[config.mk]
export PLATFORM = sky130hd
export DESIGN_NAME = cbsc_core
export DESIGN_NICKNAME = d
export VERILOG_FILES = /design/src/hdl/cbsc_pkg.sv /design/src/hdl/cbsc_clkgen.sv /design/src/hdl/cbsc_core.sv /design/src/hdl/cbsc_frame_irq.sv
export SDC_FILE = /design/constraint.sdc
export NUM_CORES = 1
export LEC_CHECK = 0
export ABC_AREA = 1
export BUFFER_PORTS_ARGS = -buffer_cell sky130_fd_sc_hd__buf_2
export CORE_MARGIN = 2
export CORE_UTILIZATION = 49
export DETAILED_ROUTE_END_ITERATION = 8
export PLACE_DENSITY = 0.8
export SETUP_SLACK_MARGIN = 0.05
export SYNTH_ARGS = -nofsm -noshare
export SYNTH_HDL_FRONTEND = slang
export SYNTH_SLANG_ARGS = --single-unit
[constraint.sdc]
create_clock -name clk_sys_in -period 2.5 [get_ports clk_sys_in]
set_input_delay 0.125 -clock clk_sys_in [delete_from_list [all_inputs] [get_ports clk_sys_in]]
set_output_delay 0.125 -clock clk_sys_in [all_outputs]
set_load 0.05 [all_outputs]
[src/hdl/cbsc_pkg.sv]
// Package with constants and types of the processor bus system controller
package cbsc_pkg;
	localparam int CBSC_XTAL_KHZ = 24883;
	localparam int CBSC_DIV = 9;
	localparam logic [3:0] CBSC_DIV_LAST = 4'h8;
	localparam logic [3:0] CBSC_PH1_END = 4'h2;
	localparam logic [3:0] CBSC_STB_TICK = 4'h8;
	localparam logic [15:0] CBSC_PC_RESET = 16'h0000;
	localparam int CBSC_FRAME_HZ_50 = 50;
	localparam int CBSC_FRAME_HZ_60 = 60;
	localparam int CBSC_CLK_HZ = 100000000;
	localparam int CBSC_FRAME_CYC_50 = CBSC_CLK_HZ / CBSC_FRAME_HZ_50;
	localparam int CBSC_FRAME_CYC_60 = CBSC_CLK_HZ / CBSC_FRAME_HZ_60;
	// Status byte flag positions
	localparam int CBSC_ST_IRQ_ACKNOWLEDGE = 0;
	localparam int CBSC_ST_WO_N = 1;
	localparam int CBSC_ST_OUT = 4;
	localparam int CBSC_ST_M1 = 5;
	localparam int CBSC_ST_INP = 6;
	localparam int CBSC_ST_MEMR = 7;
	typedef enum logic [1:0] {CBSC_T1, CBSC_T2, CBSC_T3, CBSC_HOLD} cbsc_state_t;
endpackage

[src/hdl/cbsc_clkgen.sv]
// Two-phase clock divider and status strobe generator
`timescale 1ns/100ps
`default_nettype none
module cbsc_clkgen (
	input wire logic clk_sys_in,
	input wire logic rst_in,
	input wire logic sync_in,
	output logic phase1_out,
	output logic phase2_out,
	output logic tick_out,
	output logic status_latch_strobe_out
);
	import cbsc_pkg::*;
	logic [3:0] div;
	wire last_w = (div == CBSC_DIV_LAST);
	// Divide by nine, one state per wrap
	always_ff @(posedge clk_sys_in or posedge rst_in) begin
		if (rst_in) begin
			div <= 4'h0;
		end else begin
			div <= last_w ? 4'h0 : div + 4'h1;
		end
	end
	// Asymmetrical phases: short phase1, longer phase2
	always_ff @(posedge clk_sys_in or posedge rst_in) begin
		if (rst_in) begin
			phase1_out <= 1'b0;
			phase2_out <= 1'b0;
			status_latch_strobe_out <= 1'b0;
		end else begin
			phase1_out <= last_w || div < CBSC_PH1_END - 4'h1;
			phase2_out <= div >= CBSC_PH1_END && div < 4'h7;
			// Strobe only in the last ninth of the first state
			status_latch_strobe_out <= sync_in && div == CBSC_STB_TICK - 4'h1;
		end
	end
	assign tick_out = last_w;
endmodule
`default_nettype wire

[src/hdl/cbsc_core.sv]
// Processor bus core: machine cycle sequencer and system controller
// Behaviour
// - Hold request is honoured only after the current machine cycle ends.
// - Hold acknowledge output shows hold state and buses released.
// - Interrupt request fetches a vector from the bus, then branches there.
// - Sync output marks every machine cycle start; combined into strobe.
// - Reset clears program counter so execution starts at zero.
// - Write strobe marks stable write data on the data bus.
// - Read accept output shows the bus is ready for read data.
// - Readable devices on bidirectional bus; write-only on output bus.
// - Status byte placed on data bus at each machine cycle start.
// - Latched status plus three controls give acknowledge and strobes.
// - During hold all controller outputs float.
// - Crystal divided by nine gives the system clock period.
// - Asymmetrical two phases; phase two also clocks serial logic.
// - Status strobe only in final ninth of first state.
// - Ready synchronised to cycles; low means wait state.
// - Reset is given out in both polarities.
// - Frame interrupt raised at fifty or sixty hertz.
`timescale 1ns/100ps
`default_nettype none
module cbsc_core #(
	parameter int FRAME_CYC_50 = cbsc_pkg::CBSC_FRAME_CYC_50,
	parameter int FRAME_CYC_60 = cbsc_pkg::CBSC_FRAME_CYC_60
) (
	input wire logic clk_sys_in,
	input wire logic rst_in,
	// Processor side request
	input wire logic req_valid_in,
	input wire logic req_write_in,
	input wire logic req_io_in,
	input wire logic [15:0] req_addr_in,
	input wire logic [7:0] req_wdata_in,
	output logic req_done_out,
	output logic [7:0] rdata_out,
	// Bus control inputs
	input wire logic hold_request_in,
	input wire logic ready_in,
	input wire logic irq_request_line_in,
	input wire logic rate_50hz_in,
	// Bidirectional data bus
	input wire logic [7:0] bidir_data_bus_in,
	output logic [7:0] bidir_data_bus_out,
	output logic bidir_data_bus_oe_n_out,
	// Write-only output bus
	output logic [7:0] out_data_bus_out,
	// Address bus
	output logic [15:0] addr_out,
	output logic addr_oe_n_out,
	// Control strobes, active low, with shared float enable
	output logic mem_read_n_out,
	output logic mem_write_n_out,
	output logic io_read_n_out,
	output logic io_write_n_out,
	output logic irq_acknowledge_n_out,
	output logic ctrl_oe_n_out,
	// Processor status and clocks
	output logic bus_hold_ack_out,
	output logic sync_out,
	output logic read_data_accept_out,
	output logic write_strobe_n_out,
	output logic phase1_out,
	output logic phase2_out,
	output logic serial_clk_out,
	output logic status_latch_strobe_out,
	output logic frame_irq_out,
	output logic [15:0] pc_out,
	output logic reset_out,
	output logic reset_n_out
);
	import cbsc_pkg::*;
	cbsc_state_t state;
	cbsc_state_t next_state;
	logic tick;
	logic ready_sync;
	logic irq_pend;
	logic vector_cycle;
	logic [7:0] status;
	logic [7:0] status_latch;
	logic [15:0] cyc_addr;
	logic [7:0] cyc_wdata;
	logic [15:0] pc;
	logic stb;
	logic cyc_write;
	logic cyc_io;
	logic [15:0] next_pc;

	// Clock generation and strobe
	// Strobe comes back registered, one clock, at the end of the state
	cbsc_clkgen u_clkgen (
		.clk_sys_in(clk_sys_in),
		.rst_in(rst_in),
		.sync_in(sync_out),
		.phase1_out(phase1_out),
		.phase2_out(phase2_out),
		.tick_out(tick),
		.status_latch_strobe_out(stb)
	);

	// Frame counts are parameters so a bench can shorten the frame
	cbsc_frame_irq #(
		.FRAME_CYC_50(FRAME_CYC_50),
		.FRAME_CYC_60(FRAME_CYC_60)
	) u_frame (
		.clk_sys_in(clk_sys_in),
		.rst_in(rst_in),
		.rate_50hz_in(rate_50hz_in),
		.frame_irq_out(frame_irq_out)
	);

	// Serial logic runs from a buffered copy of phase two
	assign serial_clk_out = phase2_out;
	assign status_latch_strobe_out = stb;
	// Both reset polarities given out
	assign reset_out = rst_in;
	assign reset_n_out = ~rst_in;
	assign pc_out = pc;

	// A pending interrupt takes the next cycle ahead of a request
	wire start_vec_w = irq_pend && !vector_cycle;
	wire wr_cyc_w = cyc_write && !vector_cycle;
	wire rd_space_w = !cyc_write && !vector_cycle;

	// Status byte of the cycle in progress, built from what was captured
	// at its start; the request inputs may already have moved on, so
	// they must not feed the byte that the strobe latches later
	always_comb begin
		status = 8'h00;
		status[CBSC_ST_IRQ_ACKNOWLEDGE] = vector_cycle;
		status[CBSC_ST_WO_N] = !wr_cyc_w;
		status[CBSC_ST_OUT] = cyc_io && wr_cyc_w;
		status[CBSC_ST_INP] = cyc_io && rd_space_w;
		status[CBSC_ST_MEMR] = !cyc_io && rd_space_w;
		status[CBSC_ST_M1] = vector_cycle;
	end

	// Cycle sequencer; hold taken only at a cycle boundary
	wire at_boundary_w = (state == CBSC_T3) || (state == CBSC_T1 && !sync_out);
	wire take_hold_w = hold_request_in && at_boundary_w;
	wire start_w = (req_valid_in || irq_pend) && state == CBSC_T1;
	// Cycle begins at an idle first state; ends on the way back to it
	wire cyc_begin_w = start_w && !sync_out && !hold_request_in;
	wire cyc_end_w = next_state == CBSC_T1 && state != CBSC_T1;
	always_comb begin
		next_state = state;
		case (state)
			CBSC_T1: begin
				// Once sync is up the cycle has begun and must run out
				if (take_hold_w) begin
					next_state = CBSC_HOLD;
				end else if (sync_out) begin
					next_state = CBSC_T2;
				end
			end
			// Wait while ready is low
			CBSC_T2: next_state = ready_sync ? CBSC_T3 : CBSC_T2;
			CBSC_T3: next_state = take_hold_w ? CBSC_HOLD : CBSC_T1;
			CBSC_HOLD: next_state = hold_request_in ? CBSC_HOLD : CBSC_T1;
			default: next_state = CBSC_T1;
		endcase
	end

	// State advances once per processor state time
	// Ready is looked at once per state, so a glitch cannot split one
	always_ff @(posedge clk_sys_in or posedge rst_in) begin
		if (rst_in) begin
			state <= CBSC_T1;
			ready_sync <= 1'b1;
		end else if (tick) begin
			state <= next_state;
			ready_sync <= ready_in;
		end
	end

	// Sync raised for the first state of each cycle
	always_ff @(posedge clk_sys_in or posedge rst_in) begin
		if (rst_in) begin
			sync_out <= 1'b0;
		end else if (tick) begin
			sync_out <= cyc_end_w ? 1'b0 : cyc_begin_w;
		end
	end

	// Capture cycle parameters and place status on the bus
	always_ff @(posedge clk_sys_in or posedge rst_in) begin
		if (rst_in) begin
			cyc_addr <= 16'h0000;
			cyc_wdata <= 8'h00;
			cyc_write <= 1'b0;
			cyc_io <= 1'b0;
			vector_cycle <= 1'b0;
		end else if (tick && cyc_begin_w) begin
			// Requests are sampled once; the rest of the cycle uses copies
			cyc_addr <= start_vec_w ? pc : req_addr_in;
			cyc_wdata <= req_wdata_in;
			cyc_write <= req_write_in;
			cyc_io <= req_io_in;
			vector_cycle <= start_vec_w;
		end else if (tick && state == CBSC_T3) begin
			vector_cycle <= 1'b0;
		end
	end

	// Status latched on the strobe
	// Resets to a plain read so no write strobe shows before a cycle
	always_ff @(posedge clk_sys_in or posedge rst_in) begin
		if (rst_in) begin
			status_latch <= 8'h02;
		end else if (stb) begin
			status_latch <= status;
		end
	end

	// Interrupt pending; a new request wins over the acknowledge clear
	// The line may be a one-clock pulse; pending keeps it until served
	always_ff @(posedge clk_sys_in or posedge rst_in) begin
		if (rst_in) begin
			irq_pend <= 1'b0;
		end else if (irq_request_line_in) begin
			irq_pend <= 1'b1;
		end else if (tick && state == CBSC_T3 && vector_cycle) begin
			irq_pend <= 1'b0;
		end
	end

	// Next program counter: vector byte at the end of an acknowledge
	// cycle, otherwise one step per finished cycle; the vector gives only
	// the low byte, so handlers must sit in the first page
	wire cyc_done_w = tick && state == CBSC_T3;
	always_comb begin
		next_pc = pc;
		if (cyc_done_w && vector_cycle) begin
			next_pc = {8'h00, bidir_data_bus_in};
		end else if (cyc_done_w) begin
			next_pc = pc + 16'h0001;
		end
	end

	// Program counter cleared by reset, so execution starts at zero
	always_ff @(posedge clk_sys_in or posedge rst_in) begin
		if (rst_in) begin
			pc <= CBSC_PC_RESET;
		end else begin
			pc <= next_pc;
		end
	end

	// Phase decodes
	wire holding_w = (state == CBSC_HOLD);
	wire in_t1_w = (state == CBSC_T1) && sync_out;
	wire in_t2_w = (state == CBSC_T2);
	wire in_t3_w = (state == CBSC_T3);
	wire rd_cyc_w = status_latch[CBSC_ST_WO_N];
	wire data_phase_w = in_t2_w || in_t3_w;

	// Processor control outputs
	assign bus_hold_ack_out = holding_w;
	assign read_data_accept_out = data_phase_w && rd_cyc_w;
	assign write_strobe_n_out = !(in_t3_w && !rd_cyc_w);

	// Decoded strobes: status latch with three control outputs
	// Reads open with the accept window so chip selects settle early
	assign mem_read_n_out = !(status_latch[CBSC_ST_MEMR] &&
		read_data_accept_out);
	assign io_read_n_out = !(status_latch[CBSC_ST_INP] &&
		read_data_accept_out);
	assign irq_acknowledge_n_out = !(status_latch[CBSC_ST_IRQ_ACKNOWLEDGE] &&
		read_data_accept_out);
	assign mem_write_n_out = !(!status_latch[CBSC_ST_OUT] &&
		!write_strobe_n_out);
	assign io_write_n_out = !(status_latch[CBSC_ST_OUT] &&
		!write_strobe_n_out);

	// All controller outputs float in hold
	// Floating every strobe lets the video master own memory control
	assign ctrl_oe_n_out = holding_w;
	assign addr_oe_n_out = holding_w;
	assign addr_out = cyc_addr;

	// Bus drive: status in first state, write data later
	assign bidir_data_bus_oe_n_out = holding_w ||
		!(in_t1_w || (data_phase_w && !rd_cyc_w));
	assign bidir_data_bus_out = in_t1_w ? status : cyc_wdata;

	// Write data copied to the one-way bus in the write state; read data
	// taken on the state's last clock, when it has had longest to settle
	wire out_load_w = in_t3_w && !rd_cyc_w;
	wire rd_take_w = tick && in_t3_w && rd_cyc_w;
	always_ff @(posedge clk_sys_in or posedge rst_in) begin
		if (rst_in) begin
			out_data_bus_out <= 8'h00;
			rdata_out <= 8'h00;
		end else begin
			if (out_load_w) begin
				out_data_bus_out <= cyc_wdata;
			end
			if (rd_take_w) begin
				rdata_out <= bidir_data_bus_in;
			end
		end
	end

	// One-cycle done pulse at end of a non-vector cycle
	// Vector cycles end silently; the waiting request goes next
	assign req_done_out = tick && in_t3_w && !vector_cycle;
endmodule
`default_nettype wire

[src/hdl/cbsc_frame_irq.sv]
// Frame-rate interrupt pulse generator, 50 or 60 per second
`timescale 1ns/100ps
`default_nettype none
module cbsc_frame_irq #(
	parameter int FRAME_CYC_50 = cbsc_pkg::CBSC_FRAME_CYC_50,
	parameter int FRAME_CYC_60 = cbsc_pkg::CBSC_FRAME_CYC_60
) (
	input wire logic clk_sys_in,
	input wire logic rst_in,
	input wire logic rate_50hz_in,
	output logic frame_irq_out
);
	import cbsc_pkg::*;
	logic [23:0] cnt;
	wire [23:0] top_w = rate_50hz_in ? 24'(FRAME_CYC_50 - 1) :
		24'(FRAME_CYC_60 - 1);
	wire wrap_w = (cnt >= top_w);
	// One pulse per frame
	always_ff @(posedge clk_sys_in or posedge rst_in) begin
		if (rst_in) begin
			cnt <= 24'h000000;
			frame_irq_out <= 1'b0;
		end else begin
			cnt <= wrap_w ? 24'h000000 : cnt + 24'h000001;
			frame_irq_out <= wrap_w;
		end
	end
endmodule
`default_nettype wire

==> impl_results.md <==
- Number of vias per cell: 5.00
- Reg-to-reg critical path startpoint: state[0]
- Most common cell in the netlist: sky130_fd_sc_hd__nand2_1
- Synth unique cells: 29
- Worst clock skew: 0.0115 ns
- Number of rows in the core area: 38
- Core area: 10700 um2
- Worst path setup slack after routing: 0.226 ns
- Hold path endpoint: rdata_out[7]
- First-pass iteration count of the detailed router: 5
- R2R depth: 9
- Maximum clock frequency: 440 MHz
- DRT iter0 DRCs: 251
- Total vias in the final route: 4874
- Core utilization of the finished layout: 0.598
- Crit path from: state[0]
- Count of instances resized after the clock tree is built: 0
- IR Drop Worst-Case VDD: 0.613 mV
- Synthesized area: 5320 um2
- Final-report hold violation count: 0
- DIE HEIGHT: 108 um
- Leading area contributor after synthesis: sky130_fd_sc_hd__dfrtp_1
- Total of max-cap violations: 0
- Standard cell with the maximum stage delay on the critical path: sky130_fd_sc_hd__dfrtp_1
- Number of pins exceeding their max-slew limit in the final report: 0
- Later-pin clock latency in the skew report: 0.38 ns
- Min-Delay Path Class: in -> reg
- DR DRC count: 0
- Total leakage power: 3.23 nW
- H-Tree Level Count: 3
- Time the final worst path needs with I/O delays and setup: 2.27 ns
- RSZ-0062 raised after global routing: false
- Uppermost signal routing layer after detailed routing: met4
- Pre-CTS WS: 0.569 ns
- Clock transition at the registers of the reported paths: 0.10 ns
- Number of cells produced by synthesis: 700
- Hold path startpoint: bidir_data_bus_in[7]
- Root Buffer Master: sky130_fd_sc_hd__clkbuf_8
- DP HPWL: 9.49 mm
- End of the worst register-to-register path: pc_out[14]
- Chip Width: 108 um
- Count of synthesis-stage warnings from yosys: 0
- Relative slew margins: 0.405
- Vias in the first global route: 4674
- Portion of the clock cycle consumed by the worst path in the final layout: 0.910
- Share of Yosys cell area claimed by the top area cell type: 0.466
- Placed cell area: 6040 um2
- Routed wl met3: 904 um
- Total clock buffers created by CTS: 9
- Clock Path Buffers: 2
- Data required time of the critical path: 2.38 ns
- Share of async-settable or async-resettable flops after synthesis: 1.00
- Critical path class: reg -> out
- Total length of routed wires: 13.0 mm
- TritonCTS clock tree: done
- Run status: finished, final reports clean
- Antenna fix cells: 0
- Initial standard-cell utilization of the core: 0.497
- Post-CTS setup buffer count: 0
- Actual transition at the worst max-transition pin: 0.890 ns
- Hold-critical path depth: 3
- Share of the yosys chip area belonging to registers: 0.475
- Critical path arrival: 2.15 ns
- Antenna Nets Post-Route: 0
- Top_reg_cell synth: sky130_fd_sc_hd__dfrtp_1
- Kind of end point of the critical path: primary output
- Synthesized area per cell: 7.60 um2
- Proportion of layout cells with a drive suffix above 1: 0.186
- Sum of negative setup slack: 0 ns
- Power per standard cell area: 876 nW/um2
- Final net count: 893
- Routed wire length per instance: 13.3 um
- Overall die area: 11700 um2
- Maximum fanout along the worst path: 7
- First-pass GRT wire length: 21.8 mm
- Area growth syn-to-layout: 20.3%
- Maximum number of pins on one net before global-route repair: 83
- CP Launch Type: flip-flop
- Global route total overflow: 0
- Number of antenna violations at the first check in global routing: 0
- Most instantiated cells after synthesis: sky130_fd_sc_hd__nand2_1 (243), sky130_fd_sc_hd__dfrtp_1 (99), sky130_fd_sc_hd__nor2_1 (95)
- Top cells by area, synth: sky130_fd_sc_hd__dfrtp_1 (47%), sky130_fd_sc_hd__nand2_1 (17%), sky130_fd_sc_hd__nor2_1 (6.7%)
- CP cell instances: inv_1 -> ha_1 -> nand4_1 -> nor2_4 -> buf_2
- I/O pin cnt: 117
- Post-route standard cell area excluding fillers: 6400 um2
- Slack of the worst reg-to-reg path: 0.53 ns
- Number of buffers inserted by port buffering: 116
- Crit path largest cell delay: 0.41 ns
- GPL Wtd Cong: 0.930
- Met2 routed wirelength: 6.02 mm
- Wire length on met1: 5.82 mm
- Count of flip-flops with a built-in enable after synthesis: 0
- Tot GR Track Use: 0.238
- Final setup viols: 0
- Clock sinks: 101
- Flops & latches, synth: 101
- Fillcell total: 956
## state kept, by name, summed over array words and instances, names as in the netlist
| signal | flops |
|---|---|
| u_clkgen.phase2_out | 1 |
| u_clkgen.status_latch_strobe_out | 1 |
| u_frame.cnt | 24 |
| cyc_write | 1 |
| u_clkgen.div | 4 |
| cyc_io | 1 |
| ready_sync | 1 |
| addr_out | 16 |
| out_data_bus_out | 8 |
| state | 2 |
| cyc_wdata | 8 |
| rdata_out | 8 |
| irq_pend | 1 |
| sync_out | 1 |
| u_clkgen.phase1_out | 1 |
| pc_out | 16 |
| u_frame.frame_irq_out | 1 |
| vector_cycle | 1 |
| status_latch | 5 |
## logic make-up after synthesis
kind of cell	Yosys count	share of synthesized area
xor+xnor	19	0.0313
buf+inv	93	0.0717
simple gates	389	0.295
other cells	1	0.000705
flops	101	0.475
compound gates	75	0.0743
fa+ha+maj	22	0.0517
## timing repair
item                       in CTS  in global routing
hold buffers                   15                  0
hold endpoints to repair       33                  0
setup endpoints to repair       0                  0
## how the worst max path moves through the flow
| stage | to | slack, ns |
|---|---|---|
| 2_1_floorplan | bidir_data_bus_out[0] | 0.34 |
| 3_3_place_gp | pc_out[13] | 0.64 |
| 3_5_place_dp | pc_out[14] | 0.57 |
| 4_1_cts | req_done_out | 0.24 |
| 5_1_grt | req_done_out | 0.1 |
| 6_report | req_done_out | 0.23 |
## stage by stage
step | instances | hold WS [ns] | power, mW
after floorplan | 701 | 0.217 | 3.95
after global placement | 944 | 0.180 | 4.48
after detailed placement | 944 | 0.184 | 4.51
after CTS | 975 | 0.00707 | 5.62
after global routing | 975 | 0.00335 | 5.92
final | 975 | 0.0185 | 5.61
## where the power goes
| part | switching [mW] | total (mW) | internal [mW] |
|---|---|---|---|
| registers | 0.251 | 2.15 | 1.90 |
| clock network | 0.602 | 1.10 | 0.500 |
| logic | 1.79 | 2.35 | 0.560 |
| total | 2.65 | 5.61 | 2.96 |
## worst max-delay path: cells and delay by family, from the launching register on
kind / cells / cell delay [ns]
AND/OR/NAND/NOR: 2 / 0.66
buffers and inverters: 2 / 0.46
flip-flops: 1 / 0.41
adder cells (fa/ha/maj): 1 / 0.25
## layout by cell type (no fill, tap or decap), types with 2 or more instances in the layout
| master | count |
|---|---|
| sky130_fd_sc_hd__nand4_1 | 5 |
| sky130_fd_sc_hd__nand2_1 | 243 |
| sky130_fd_sc_hd__nor2_2 | 3 |
| sky130_fd_sc_hd__buf_2 | 116 |
| sky130_fd_sc_hd__xnor2_1 | 12 |
| sky130_fd_sc_hd__a21o_1 | 2 |
| sky130_fd_sc_hd__nand3_1 | 31 |
| sky130_fd_sc_hd__dlygate4sd3_1 | 15 |
| sky130_fd_sc_hd__nand3b_1 | 2 |
| sky130_fd_sc_hd__dfrtp_1 | 99 |
| sky130_fd_sc_hd__xor2_1 | 7 |
| sky130_fd_sc_hd__clkinv_4 | 2 |
| sky130_fd_sc_hd__ha_1 | 22 |
| sky130_fd_sc_hd__clkbuf_8 | 10 |
| sky130_fd_sc_hd__nor2_4 | 3 |
| sky130_fd_sc_hd__buf_4 | 5 |
| sky130_fd_sc_hd__a21oi_1 | 7 |
| sky130_fd_sc_hd__o21ai_0 | 45 |
| sky130_fd_sc_hd__dfstp_2 | 2 |
| sky130_fd_sc_hd__inv_6 | 2 |
| sky130_fd_sc_hd__o221ai_1 | 2 |
| sky130_fd_sc_hd__inv_2 | 5 |
| sky130_fd_sc_hd__nor2_1 | 95 |
| sky130_fd_sc_hd__nor3_1 | 4 |
| sky130_fd_sc_hd__o21ai_1 | 17 |
| sky130_fd_sc_hd__inv_1 | 68 |
| sky130_fd_sc_hd__conb_1 | 2 |
## final cells by class
class / instances / area [um2] / share of cell area
Inverter: 74 / 282 / 0.0440
Clock inverter: 6 / 70.1 / 0.0109
Clock buffer: 10 / 138 / 0.0215
Sequential cell: 101 / 2530 / 0.395
Tap cell: 140 / 175 / 0.0274
Multi-Input combinational cell: 507 / 2420 / 0.378
Timing Repair Buffer: 137 / 788 / 0.123
## layer usage
layer,vias up,track usage
li1,2439,-
met1,2238,0.319
met2,171,0.382
met3,26,0.0603
met4,0,0.0769
met5,-,0
(Power assumes the default switching activity.)
